File: src/extreme_pkg.sv
package extreme_pkg;

	// ****************************************
	// Register map
	// ****************************************
	localparam logic [7:0] ADDR_MIN_PH_HI  = 8'h1C;
	localparam logic [7:0] ADDR_MIN_PH_MID = 8'h1D;
	localparam logic [7:0] ADDR_MIN_PH_LO  = 8'h1E;
	localparam logic [7:0] ADDR_MIN_T_HI   = 8'h1F;
	localparam logic [7:0] ADDR_MIN_T_LO   = 8'h20;
	localparam logic [7:0] ADDR_MAX_PH_HI  = 8'h21;
	localparam logic [7:0] ADDR_MAX_PH_MID = 8'h22;
	localparam logic [7:0] ADDR_MAX_PH_LO  = 8'h23;
	localparam logic [7:0] ADDR_MAX_T_HI   = 8'h24;
	localparam logic [7:0] ADDR_MAX_T_LO   = 8'h25;

	// ****************************************
	// Field layout and reset values
	// ****************************************
	localparam int         PH_WIDTH     = 20;
	localparam int         TEMP_WIDTH   = 12;
	localparam logic [7:0] LO_WRITE_MASK = 8'hF0;
	localparam logic [7:0] BYTE_RESET   = 8'h00;
	localparam logic [7:0] READ_UNMAPPED = 8'h00;

endpackage : extreme_pkg

File: src/extreme_tracker.sv
`timescale 1ns/1ps

// Holds one extreme value; updates on strictly better sample, loads host bytes
module extreme_tracker #(
	parameter int  WIDTH    = 20,
	parameter bit  KEEP_MAX = 1'b0
) (
	// Clock and reset
	input  wire logic             i_clock,
	input  wire logic             i_rst_n,
	// Sample
	input  wire logic             i_sample_valid,
	input  wire logic [WIDTH-1:0] i_sample,
	input  wire logic             i_signed,
	// Host byte writes, already masked and merged
	input  wire logic             i_load,
	input  wire logic [WIDTH-1:0] i_load_value,
	// Stored value
	output logic      [WIDTH-1:0] o_value
);

	logic             empty;
	logic             better;
	logic [WIDTH-1:0] a_key;
	logic [WIDTH-1:0] b_key;

	// Flip sign bit so one unsigned compare serves both encodings
	always_comb
	begin
		a_key = i_sample ^ {i_signed, {(WIDTH-1){1'b0}}};
		b_key = o_value ^ {i_signed, {(WIDTH-1){1'b0}}};
		better = KEEP_MAX ? (a_key > b_key) : (a_key < b_key); // Ties keep old value
	end

	// After a clear the first sample is taken as-is, so tracking restarts
	always_ff @(posedge i_clock or negedge i_rst_n)
	begin
		if (!i_rst_n)
		begin
			o_value <= '0;
			empty   <= 1'b1;
		end
		else if (i_load)
		begin
			o_value <= i_load_value;
			empty   <= (i_load_value == '0);
		end
		else if (i_sample_valid && (empty || better))
		begin
			o_value <= i_sample;
			empty   <= 1'b0;
		end
	end

endmodule : extreme_tracker

File: src/min_max_capture_regs.sv
`timescale 1ns/1ps

// Operation
// - The lowest pressure or height result since the last clear is kept in its own byte group.
// - The highest pressure or height result since the last clear is kept in another byte group.
// - In height mode the extreme is 20-bit signed metres, 16 integer bits high/mid, 4 fraction bits at lo[7:4].
// - In pressure mode the extreme is 20-bit unsigned pascals, 18 integer bits to lo[7:6].
// - In pressure mode the two fraction bits sit at lo[5:4].
// - The lowest temperature since the last clear is kept in a two-byte group.
// - The highest temperature since the last clear is kept in another two-byte group.
// - Temperature extremes are 12-bit signed degrees with the integer in the high byte.
// - The four fractional degree bits sit at lo[7:4].
// - All groups reset to zero and a host write that leaves a group's whole value zero clears it and restarts tracking.
// - Mode bit zero (reset) means pressure, one means height.
module min_max_capture_regs #(
	parameter int PH_W = extreme_pkg::PH_WIDTH,
	parameter int T_W  = extreme_pkg::TEMP_WIDTH
) (
	// Clock and reset
	input  wire logic            i_clock,
	input  wire logic            i_rst_n,
	// Measurement engine results
	input  wire logic            i_result_valid,
	input  wire logic [PH_W-1:0] i_pressure_height,
	input  wire logic [T_W-1:0]  i_temperature,
	input  wire logic            i_height_mode_select,
	// Register port from serial interface
	input  wire logic            i_reg_write,
	input  wire logic            i_reg_read,
	input  wire logic [7:0]      i_reg_addr,
	input  wire logic [7:0]      i_reg_wdata,
	output logic      [7:0]      o_reg_rdata
);

	// ****************************************
	// Reset release
	// ****************************************
	logic rst_meta;
	logic rst_sync_n;

	// Async assert, synchronous release
	always_ff @(posedge i_clock or negedge i_rst_n)
	begin
		if (!i_rst_n)
		begin
			rst_meta   <= 1'b0;
			rst_sync_n <= 1'b0;
		end
		else
		begin
			rst_meta   <= 1'b1;
			rst_sync_n <= rst_meta;
		end
	end

	// ****************************************
	// Trackers
	// ****************************************
	logic [PH_W-1:0] min_ph;
	logic [PH_W-1:0] max_ph;
	logic [T_W-1:0]  min_t;
	logic [T_W-1:0]  max_t;
	logic            load_min_ph;
	logic            load_max_ph;
	logic            load_min_t;
	logic            load_max_t;
	logic [PH_W-1:0] next_min_ph;
	logic [PH_W-1:0] next_max_ph;
	logic [T_W-1:0]  next_min_t;
	logic [T_W-1:0]  next_max_t;
	logic [7:0]      wlo;

	// Low byte keeps only bits 7:4; bits 3:0 are not stored
	assign wlo = i_reg_wdata & extreme_pkg::LO_WRITE_MASK;

	// Writes merge one byte into the stored value
	always_comb
	begin
		next_min_ph = min_ph;
		next_max_ph = max_ph;
		next_min_t  = min_t;
		next_max_t  = max_t;
		load_min_ph = 1'b0;
		load_max_ph = 1'b0;
		load_min_t  = 1'b0;
		load_max_t  = 1'b0;
		if (i_reg_write)
		begin
			case (i_reg_addr)
				extreme_pkg::ADDR_MIN_PH_HI:
				begin
					next_min_ph[19:12] = i_reg_wdata;
					load_min_ph        = 1'b1;
				end
				extreme_pkg::ADDR_MIN_PH_MID:
				begin
					next_min_ph[11:4] = i_reg_wdata;
					load_min_ph       = 1'b1;
				end
				extreme_pkg::ADDR_MIN_PH_LO:
				begin
					next_min_ph[3:0] = wlo[7:4];
					load_min_ph      = 1'b1;
				end
				extreme_pkg::ADDR_MIN_T_HI:
				begin
					next_min_t[11:4] = i_reg_wdata;
					load_min_t       = 1'b1;
				end
				extreme_pkg::ADDR_MIN_T_LO:
				begin
					next_min_t[3:0] = wlo[7:4];
					load_min_t      = 1'b1;
				end
				extreme_pkg::ADDR_MAX_PH_HI:
				begin
					next_max_ph[19:12] = i_reg_wdata;
					load_max_ph        = 1'b1;
				end
				extreme_pkg::ADDR_MAX_PH_MID:
				begin
					next_max_ph[11:4] = i_reg_wdata;
					load_max_ph       = 1'b1;
				end
				extreme_pkg::ADDR_MAX_PH_LO:
				begin
					next_max_ph[3:0] = wlo[7:4];
					load_max_ph      = 1'b1;
				end
				extreme_pkg::ADDR_MAX_T_HI:
				begin
					next_max_t[11:4] = i_reg_wdata;
					load_max_t       = 1'b1;
				end
				extreme_pkg::ADDR_MAX_T_LO:
				begin
					next_max_t[3:0] = wlo[7:4];
					load_max_t      = 1'b1;
				end
				default:
				begin
					load_min_ph = 1'b0;
				end
			endcase
		end
	end

	// Pressure groups: signed compare in height mode, unsigned in pressure
	extreme_tracker #(.WIDTH(PH_W), .KEEP_MAX(1'b0)) u_min_ph (
		.i_clock        (i_clock),
		.i_rst_n        (rst_sync_n),
		.i_sample_valid (i_result_valid),
		.i_sample       (i_pressure_height),
		.i_signed       (i_height_mode_select),
		.i_load         (load_min_ph),
		.i_load_value   (next_min_ph),
		.o_value        (min_ph)
	);

	extreme_tracker #(.WIDTH(PH_W), .KEEP_MAX(1'b1)) u_max_ph (
		.i_clock        (i_clock),
		.i_rst_n        (rst_sync_n),
		.i_sample_valid (i_result_valid),
		.i_sample       (i_pressure_height),
		.i_signed       (i_height_mode_select),
		.i_load         (load_max_ph),
		.i_load_value   (next_max_ph),
		.o_value        (max_ph)
	);

	// Temperature groups are always two's complement
	extreme_tracker #(.WIDTH(T_W), .KEEP_MAX(1'b0)) u_min_t (
		.i_clock        (i_clock),
		.i_rst_n        (rst_sync_n),
		.i_sample_valid (i_result_valid),
		.i_sample       (i_temperature),
		.i_signed       (1'b1),
		.i_load         (load_min_t),
		.i_load_value   (next_min_t),
		.o_value        (min_t)
	);

	extreme_tracker #(.WIDTH(T_W), .KEEP_MAX(1'b1)) u_max_t (
		.i_clock        (i_clock),
		.i_rst_n        (rst_sync_n),
		.i_sample_valid (i_result_valid),
		.i_sample       (i_temperature),
		.i_signed       (1'b1),
		.i_load         (load_max_t),
		.i_load_value   (next_max_t),
		.o_value        (max_t)
	);

	// ****************************************
	// Read path
	// ****************************************
	logic [7:0] next_rdata;

	// Bit positions are identical in both modes; only the meaning differs
	always_comb
	begin
		case (i_reg_addr)
			extreme_pkg::ADDR_MIN_PH_HI:  next_rdata = min_ph[19:12];
			extreme_pkg::ADDR_MIN_PH_MID: next_rdata = min_ph[11:4];
			extreme_pkg::ADDR_MIN_PH_LO:  next_rdata = {min_ph[3:0], 4'h0};
			extreme_pkg::ADDR_MIN_T_HI:   next_rdata = min_t[11:4];
			extreme_pkg::ADDR_MIN_T_LO:   next_rdata = {min_t[3:0], 4'h0};
			extreme_pkg::ADDR_MAX_PH_HI:  next_rdata = max_ph[19:12];
			extreme_pkg::ADDR_MAX_PH_MID: next_rdata = max_ph[11:4];
			extreme_pkg::ADDR_MAX_PH_LO:  next_rdata = {max_ph[3:0], 4'h0};
			extreme_pkg::ADDR_MAX_T_HI:   next_rdata = max_t[11:4];
			extreme_pkg::ADDR_MAX_T_LO:   next_rdata = {max_t[3:0], 4'h0};
			default:                      next_rdata = extreme_pkg::READ_UNMAPPED;
		endcase
	end

	// Registered read data, held between reads
	always_ff @(posedge i_clock or negedge rst_sync_n)
	begin
		if (!rst_sync_n)
			o_reg_rdata <= extreme_pkg::BYTE_RESET;
		else if (i_reg_read)
			o_reg_rdata <= next_rdata;
	end

endmodule : min_max_capture_regs

File: config.mk
export PLATFORM = sky130hd
export DESIGN_NAME = min_max_capture_regs
export DESIGN_NICKNAME = d
export VERILOG_FILES = /design/src/extreme_pkg.sv /design/src/extreme_tracker.sv /design/src/min_max_capture_regs.sv
export SDC_FILE = /design/constraint.sdc
export NUM_CORES = 1
export LEC_CHECK = 0
export CELL_PAD_IN_SITES_DETAIL_PLACEMENT = 1
export CELL_PAD_IN_SITES_GLOBAL_PLACEMENT = 1
export CORE_MARGIN = 1
export CORE_UTILIZATION = 50
export CTS_CLUSTER_DIAMETER = 60
export CTS_CLUSTER_SIZE = 30
export DETAILED_ROUTE_END_ITERATION = 8
export DONT_BUFFER_PORTS = 1
export PLACE_DENSITY_LB_ADDON = 0.1
export SETUP_SLACK_MARGIN = 0.2
export SYNTH_ARGS = -nofsm -noshare
export SYNTH_HDL_FRONTEND = slang
export SYNTH_SLANG_ARGS = --single-unit
File: constraint.sdc
create_clock -name i_clock -period 2.7 [get_ports i_clock]
set_input_delay 0.54 -clock i_clock [delete_from_list [all_inputs] [get_ports i_clock]]
set_output_delay 0.54 -clock i_clock [all_outputs]
set_load 0.02 [all_outputs]
Word level (Yosys, flattened, before mapping)

Index checks and enable logic that the tools add are counted.

Logic and storage cells: 90
Output and inout port bits: 8
Register bits: 78

$lt $le $gt $ge: 4
Bitwise gates (word level): 6
Reductions and logical operators: 20
Equality and inequality tests: 10
Mux-type cells: 39

Operator list:

| operator                                                         | count |
|---|---|
| 20-bit 2-to-1 mux                                                | 6 |
| 8-bit one-hot mux with 10 select lines                           | 1 |
| 12-bit 2-to-1 mux                                                | 6 |
| 20-bit bitwise XOR                                               | 3 |
| 8-bit by 6-bit == test with 1-bit output (second input constant) | 6 |
| 8-bit 2-to-1 mux                                                 | 6 |
| 20-bit logical NOT                                               | 2 |
| 8-bit by 5-bit == test with 1-bit output (second input constant) | 4 |
| 12-bit logical NOT                                               | 2 |
| 20-bit greater-than comparator                                   | 1 |
| 20-bit < comparator                                              | 1 |
| 1-bit 2-to-1 mux                                                 | 16 |
| 4-bit 2-to-1 mux                                                 | 4 |
| 12-bit greater-than comparator                                   | 1 |
| 12-bit < comparator                                              | 1 |
| 2-bit nonzero test                                               | 4 |
| 3-bit OR reduction                                               | 2 |
| 1-bit logical AND                                                | 4 |
| 1-bit logical OR                                                 | 4 |
| 2-bit OR reduction                                               | 2 |
| 1-bit NOT                                                        | 3 |

Logic depth before layout (Yosys ltp)

Gate-level depths: netlist of run 1.

Word-level depth: 6
Depth in mapped cells: 11
Gate-level depth less buffers: 9

Hierarchy

Synthesis of run 1 repeated with hierarchy kept, for this count alone.

Cells, all modules: 790
Area, all modules: 7332.0 um2

Modules (own cells, without submodules):

| module                     | cells each | instances | area each (um2) |
|---|---|---|---|
| min_max_capture_regs       | 196        | 1         | 1895.6 |
| extreme_tracker (u_min_ph) | 190        | 1         | 1784.2 |
| extreme_tracker (u_max_ph) | 197        | 1         | 1742.9 |
| extreme_tracker (u_max_t)  | 105        | 1         | 960.9 |
| extreme_tracker (u_min_t)  | 102        | 1         | 948.4 |

Least setup slack after synthesis of run 1

Ideal clock, no wire load.

Path kind: in2reg
From: input i_pressure_height[15]
To: register u_max_ph.o_value[19]
Required time: 2.577 ns
Arrival time: 2.172 ns
Path slack: 0.406 ns
Path buffers: 1
Stages: 8
Cell sequence: ha_1 > a21oi_1 > o21ai_0 > a2111oi_1 > a31oi_1 > or2_1 > buf_2 > o221a_2

Word-level cells in the longest chain between the ends: 5

Ends and longest elaborated chain:

| element                        | line                       | RTL |
|---|---|---|
| start, declared                | min_max_capture_regs.sv:24 | `input wire logic [PH_W-1:0] i_pressure_height,` |
| 20-bit bitwise XOR             | extreme_tracker.sv:30      | `a_key = i_sample ^ {i_signed, {(WIDTH-1){1'b0}}};` |
| 20-bit greater-than comparator | extreme_tracker.sv:32      | `better = KEEP_MAX ? (a_key > b_key) : (a_key < b_key);` |
| 1-bit logical OR               | extreme_tracker.sv:48      | `else if (i_sample_valid && (empty \|\| better))` |
| 1-bit logical AND              | extreme_tracker.sv:48      |  |
| 2-bit nonzero test (no line)   | --                         |  |
| end signal, assigned           | extreme_tracker.sv:45      | `o_value <= i_load_value;` |
| end signal, assigned           | extreme_tracker.sv:50      | `o_value <= i_sample;` |
| end, declared                  | extreme_tracker.sv:19      | `output logic [WIDTH-1:0] o_value` |

No other way between the ends.
A chain may end at the register's enable or synchronous reset.

Worst setup path in the final report of run 1

From: register u_min_ph.o_value[6]
To: register u_min_ph.o_value[17]

Word-level cells in the longest chain between the ends: 5

Ends and longest elaborated chain:

| element                      | line                  | RTL |
|---|---|---|
| start, declared              | extreme_tracker.sv:19 |  |
| start signal, assigned       | extreme_tracker.sv:45 |  |
| start signal, assigned       | extreme_tracker.sv:50 |  |
| 20-bit bitwise XOR           | extreme_tracker.sv:31 | `b_key = o_value ^ {i_signed, {(WIDTH-1){1'b0}}};` |
| 20-bit < comparator          | extreme_tracker.sv:32 |  |
| 1-bit logical OR             | extreme_tracker.sv:48 |  |
| 1-bit logical AND            | extreme_tracker.sv:48 |  |
| 2-bit nonzero test (no line) | --                    |  |

No other way between the ends.

==> results of run 1 <==
## Yosys cell counts, drive strengths merged (3+ instances only)
library cell / n / area share [%]
o22ai: 29 / 3.0
a211oi: 3 / 0.45
or2: 11 / 1.1
and2: 6 / 0.65
o32a: 5 / 0.81
a21o: 3 / 0.36
o22a: 39 / 5.5
clkbuf: 10 / 0.61
a2111oi: 3 / 0.55
o41ai: 3 / 0.43
o31ai: 6 / 0.73
nand2b: 12 / 1.2
nand2: 39 / 2.7
o211ai: 4 / 0.49
buf: 23 / 2.0
nand4: 12 / 1.2
dfstp: 4 / 1.7
nor2: 22 / 1.6
nor4: 12 / 1.3
a22oi: 4 / 0.49
dfrtp: 74 / 30
nor2b: 11 / 1.2
o21ai: 22 / 1.8
a222oi: 5 / 0.81
a21oi: 42 / 3.5
a31oi: 8 / 0.81
mux2i: 10 / 1.6
mux4: 6 / 2.2
o221a: 36 / 6.6
inv: 74 / 4.5
ha: 60 / 12
nand3: 12 / 1.1
nor3: 10 / 1.1
and3: 4 / 0.40
## worst register-to-register path, stage by stage (launching register included)
cell and delay [ps]:
dfrtp_1 400, inv_1 100, ha_1 320, and4_1 240
a221oi_2 390, a21o_1 200, a41oi_2 100, buf_4 250
o221a_2 310
## final timing paths
path	cells after the start	start	end
worst max-delay path	8	u_min_ph.o_value[6]	u_min_ph.o_value[17]
worst min-delay path	1	i_reg_read	o_reg_rdata[6]
worst max register to register	8	u_min_ph.o_value[6]	u_min_ph.o_value[17]
worst min register to register	0	rst_meta	rst_sync_n
max in group asynchronous	0	rst_sync_n	u_min_ph.o_value[18]
min in group asynchronous	1	i_rst_n	rst_meta
## metrics by stage
stage	hold WS (ps)	area [um^2]	std cells	setup TNS (ps)	power [W]
CTS	269	6830	826	0	0.00646
global route	284	6880	828	0	0.00692
detailed placement	244	6470	809	-1140	0.00505
finish	275	6880	828	0	0.00657
floorplan	244	6180	661	0	0.00396
global placement	244	6470	809	-144	0.00482
## sequential cells by signal (all words and copies together) (netlist names)
| name | count |
|---|---|
| u_max_ph.o_value | 20 |
| u_min_ph.o_value | 20 |
| u_max_t.o_value | 12 |
| u_min_t.o_value | 12 |
| o_reg_rdata | 8 |
| rst_meta | 1 |
| rst_sync_n | 1 |
| u_max_ph.empty | 1 |
| u_max_t.empty | 1 |
| u_min_ph.empty | 1 |
| u_min_t.empty | 1 |
## power groups by stage
stage	sequential [W]	clock (W)	combinational [W]
floorplan	0.00202	0	0.00194
global placement	0.00220	0	0.00262
detailed placement	0.00224	0	0.00281
CTS	0.00222	0.00136	0.00288
global route	0.00230	0.00139	0.00323
finish	0.00225	0.00135	0.00297
## area by class of cell
| cell class | instances | area (um^2) |
|---|---|---|
| Tap cell | 147 | 184 |
| Multi-Input combinational cell | 476 | 3850 |
| Clock buffer | 12 | 246 |
| Inverter | 74 | 278 |
| Timing Repair Buffer | 37 | 280 |
| Sequential cell | 78 | 1970 |
| Clock inverter | 4 | 72.6 |
| Fill cell | 1385 | 5130 |
## cell families (layout without fill, tap and decap cells)
group	Yosys count	after routing	synth area share, %
xor gates and xnor gates	2	2	0.283
buffers and inverters	107	127	7.12
other	1	1	0.0607
muxes	16	16	3.80
adders and majority gates	60	60	12.1
DFF	78	78	31.7
AOI/OAI and AO/OA	232	232	29.2
and+or+nand+nor	165	165	15.8
## layer usage
metal,GRT usage (%),routed length [um],up-vias
li1,-,-,2585
met2,65.0,11400,259
met5,0,0,-
met3,5.68,1690,72
met4,20.8,1080,0
met1,45.8,9080,2967
## timing repair
item                       4_1_cts  5_1_grt
hold endpoints to repair         2        0
pin swaps                        1        3
resized for setup                4       10
hold buffers                     1        0
setup endpoints to repair       33       41
setup buffers                    0        2
==> summary.md, run 1 <==
| Metric | Value |
|---|---|
| Status | `finished clean` |
| Initial antenna violation count | `1` |
| Worst slew margin | `31.6%` |
| I/O pin cnt | `62` |
| Pwr per Cell Area | `955 mW/mm^2` |
| Final Hold Viols | `0` |
| Input/output buffers | `0` |
| Vias/cell | `7.11` |
| Overall Global Routing Usage | `37.9%` |
| WP buf/inv | `2` |
| Clk root buf | `clkbuf_16` |
| WS Path Type | `register to register` |
| CTS tree | `done` |
| Die area | `0.0128 mm^2` |
| Startpoint Class | `register` |
| Worst endpoint required time | `2940 ps` |
| GP Congestion | `0.920` |
| #FFs+latches synth | `78` |
| Clock Latency Late Sink | `360 ps` |
| Synth Area per Inst | `9.35 um^2` |
| Post-synthesis sequential area ratio | `31.7%` |
| Cells after synthesis | `661` |
| Worst setup margin | `264 ps` |
| First-pass DRT Iterations | `5` |
| Post-synth cell types | `84` |
| Worst reg-to-reg setup slack | `260 ps` |
| Effective utilization at floorplan | `51.5%` |
| Gr ovfl total | `0` |
| Pint | `0.00385 W` |
| CTS max path bufs | `2` |
| Worst vdd ir | `0.473 mV` |
| CTS buffer count | `9` |
| Mapped Area | `0.00618 mm^2` |
| Logic pwr share | `45.2%` |
| Sequential share of power | `34.3%` |
| Pre-CTS worst setup slack | `-79.7 ps` |
| Switching part of the total | `41.3%` |
| P_leak | `2.96 nW` |
| Main synth FF type | `dfrtp_1` |
| Final Max Tran Viols | `0` |
| First-pass GRT wire length | `35.8 mm` |
| Wire per inst | `28.0 um` |
| Area Growth Syn to Fin | `11.3%` |
| Vias in the first global route | `6,275` |
| Clock Sinks | `78` |
| Net count of the finished layout | `790` |
| Measured slew at the worst slew-check pin | `1030 ps` |
| HPWL Detailed | `17.5 mm` |
| Peak per-stage delay on the critical path | `400 ps` |
| Max Freq | `410 MHz` |
| Setup crit end kind | `register` |
| Power share of the clock group | `20.5%` |
| Fin util | `57.3%` |
| Total Wirelength | `23.2 mm` |
| Hold crit path type | `input port to register` |
| Most common cell after layout, fill and taps aside | `inv_1` |
| Most frequent cells in the layout | `inv_1 (74), dfrtp_1 (68), ha_1 (60), a21oi_1 (40), o22a_1 (39)` |
| Tmin final | `2440 ps` |
| Std-Cell Rows | `40` |
| Post-route ant nets | `0` |
| Synth warn | `0` |
| Crit-path cells | `inv_1, ha_1, and4_1, a221oi_2, a21o_1, a41oi_2, buf_4, o221a_2` |
| Largest net degree at the start of global routing | `77` |
| P_sw | `0.00271 W` |
| Crit-path leading delay family | `compound AO/OA/AOI/OAI gates` |
| Post-synth EDFFs | `0` |
| Die H | `113 um` |
| Max FO, Critical Path | `19` |
| Slowest CP cell | `dfrtp_1` |
| Core Area | `0.0120 mm^2` |
| Max_cap viols | `0` |
| Vias | `5,883` |
| Mapped Nets | `775` |
| H-tree levels | `3` |
| Fin Clk Skew | `9.59 ps` |
| Share of layout cells above drive strength 1 | `19.7%` |
| Asr flop ratio synth | `100%` |
| Worst Path Arrival | `2680 ps` |
| DRC viols | `0` |
| Antenna fix cells | `0` |
| Final setup viols | `0` |
| Drt first-iter violations | `436` |
| Die W | `113 um` |
| Final Cycle Share | `90.2%` |
| Clock-pin slew on the worst setup and hold paths | `60 ps` |
| Unrepaired setup endpoints after global routing | `false` |
Power figures use the tool's default switching activity.
==> inputs of run 2 (changes only) <==
--- a/config.mk
+++ b/config.mk
@@ -13,6 +13,7 @@
 export CTS_CLUSTER_SIZE = 30
 export DETAILED_ROUTE_END_ITERATION = 8
 export DONT_BUFFER_PORTS = 1
+export GPL_TIMING_DRIVEN = 0
 export PLACE_DENSITY_LB_ADDON = 0.1
 export SETUP_SLACK_MARGIN = 0.2
 export SYNTH_ARGS = -nofsm -noshare
==> run 2 against run 1 <==
Critical path type unchanged. Total power up 7.2%. Fmax fell by 7.8%. Register-to-register slack worse by 210 ps.
==> summary.md, run 2 (synthesis gave the netlist of run 1 again) <==
| Metric | Value |
|---|---|
| Unrepaired setup endpoints after global routing | `true` |
| Std-Cell Rows | `40` |
| First-pass DRT Iterations | `5` |
| Pre-CTS worst setup slack | `-176 ps` |
| Worst slew margin | `17.1%` |
| Input/output buffers | `0` |
| Net count of the finished layout | `809` |
| Fin Clk Skew | `8.00 ps` |
| Wire per inst | `30.1 um` |
| Most frequent cells in the layout | `inv_1 (70), dfrtp_1 (66), ha_1 (56), a21oi_1 (39), o22a_1 (39)` |
| DRC viols | `0` |
| Worst endpoint required time | `2920 ps` |
| First-pass GRT wire length | `37.8 mm` |
| Vias | `6,141` |
| Measured slew at the worst slew-check pin | `1230 ps` |
| HPWL Detailed | `18.3 mm` |
| Vias in the first global route | `6,411` |
| CTS buffer count | `9` |
| Overall Global Routing Usage | `40.1%` |
| CTS tree | `done` |
| WS Path Type | `register to register` |
| Startpoint Class | `register` |
| CTS max path bufs | `2` |
| Hold crit path type | `register to asynchronous set/reset pin` |
| Antenna fix cells | `0` |
| Initial antenna violation count | `1` |
| Final Cycle Share | `97.9%` |
| Area Growth Syn to Fin | `15.2%` |
| GP Congestion | `0.965` |
| Gr ovfl total | `0` |
| Share of layout cells above drive strength 1 | `23.0%` |
| Effective utilization at floorplan | `51.5%` |
| Total Wirelength | `25.5 mm` |
| Setup crit end kind | `register` |
| Fin area | `0.00712 mm^2` |
| Worst Path Arrival | `2870 ps` |
| Die H | `113 um` |
| Area after DPL | `0.00640 mm^2` |
| Register Area | `0.00197 mm^2` |
| I/O pin cnt | `62` |
| Worst vdd ir | `0.479 mV` |
| Max_cap viols | `0` |
| Largest net degree at the start of global routing | `58` |
| Biggest regs | `u_max_ph.o_value x20, u_min_ph.o_value x20` |
| Vias/cell | `7.25` |
| # fillers | `1,340` |
| Die area | `0.0128 mm^2` |
| Drt first-iter violations | `587` |
| Clock Latency Late Sink | `350 ps` |
| Core Area | `0.0120 mm^2` |
| Multi-input logic area | `0.00396 mm^2` |
| Die W | `113 um` |
| Clock-pin slew on the worst setup and hold paths | `60 ps` |
| Max FO, Critical Path | `5` |
| Clock Sinks | `78` |
| Post-route ant nets | `0` |
| Final Max Tran Viols | `0` |
| Final setup viols | `0` |
| Clk root buf | `clkbuf_16` |
| Pwr per Cell Area | `988 mW/mm^2` |
| H-tree levels | `3` |
| P_leak | `3.03 nW` |
| Max Freq | `378 MHz` |
| Status | `finished clean` |
| Worst setup margin | `57.6 ps` |
| Most common cell after layout, fill and taps aside | `inv_1` |
| Final Hold Viols | `0` |
| Tmin final | `2640 ps` |
[run 2: area by class of cell]
| class | instances | area share [%] |
|---|---|---|
| multi-input cells | 476 | 55.6 |
| clock buffers | 12 | 3.46 |
| plain buffers | 33 | 2.69 |
| inverters | 74 | 3.90 |
| flip-flops and latches | 78 | 27.7 |
| repair buffers | 23 | 2.79 |
| well taps | 147 | 2.58 |
| clock inverters | 4 | 1.34 |
[run 2: routing by layer]
metal / part of all wire [%] / routed length, um / GRT usage, % / vias up
li1: - / - / - / 2622
met1: 38 / 9670 / 47.9 / 3056
met2: 48 / 12300 / 68.1 / 358
met3: 7.4 / 1900 / 6.59 / 105
met4: 6.3 / 1610 / 24.2 / 0
met5: 0 / 0 / 0 / -
[run 2: power by group]
part / total (W) / switching, W / internal (W)
Clock: 0.00144 / 0.000514 / 0.000929
Combinational: 0.00326 / 0.00175 / 0.00151
Sequential: 0.00233 / 0.000684 / 0.00165
Total: 0.00704 / 0.00295 / 0.00409
[run 2: final timing paths]
path	from	endpoint	slack [ps]	cells after the start
min in group i_clock	rst_meta	rst_sync_n	350	0
hold / removal	rst_sync_n	u_min_ph.o_value[6]	220	0
setup / recovery	u_max_ph.o_value[14]	u_max_ph.o_value[7]	60	9
max in group asynchronous	rst_sync_n	u_max_ph.empty	1830	1
hold reg to reg	rst_sync_n	u_min_ph.o_value[6]	220	0
setup reg to reg	u_max_ph.o_value[14]	u_max_ph.o_value[7]	60	9
[run 2: per-stage QoR]
step | setup TNS (ps) | hold slack, ps | util [%] | power (W) | cells
6_report | 0 | 215 | 59.3 | 0.00704 | 847
5_1_grt | -25.4 | 232 | 59.3 | 0.00739 | 847
4_1_cts | 0 | 223 | 57.3 | 0.00658 | 835
3_5_place_dp | -2910 | 218 | 53.3 | 0.00494 | 809
3_3_place_gp | -43820 | 244 | 53.0 | 0.00473 | 808
2_1_floorplan | 0 | 244 | - | 0.00396 | 661
[run 2: worst max-delay path, cell delays in order (launching register included)]
cell	delay, ps
dfrtp_1	470
inv_1	100
ha_1	340
nand4_1	200
nor4_4	370
a41o_1	260
a31oi_1	60
or2_4	320
buf_6	150
o221a_1	250
[run 2: repair_timing]
| action | 4_1_cts | 5_1_grt |
|---|---|---|
| endpoints found under the setup margin | 40 | 60 |
| buffers inserted | 9 | 11 |
| gates cloned | 0 | 1 |
| endpoints found under the hold margin | 2 | 0 |
| hold buffers | 1 | 0 |
| resized for setup | 13 | 41 |
| pin swaps | 3 | 9 |
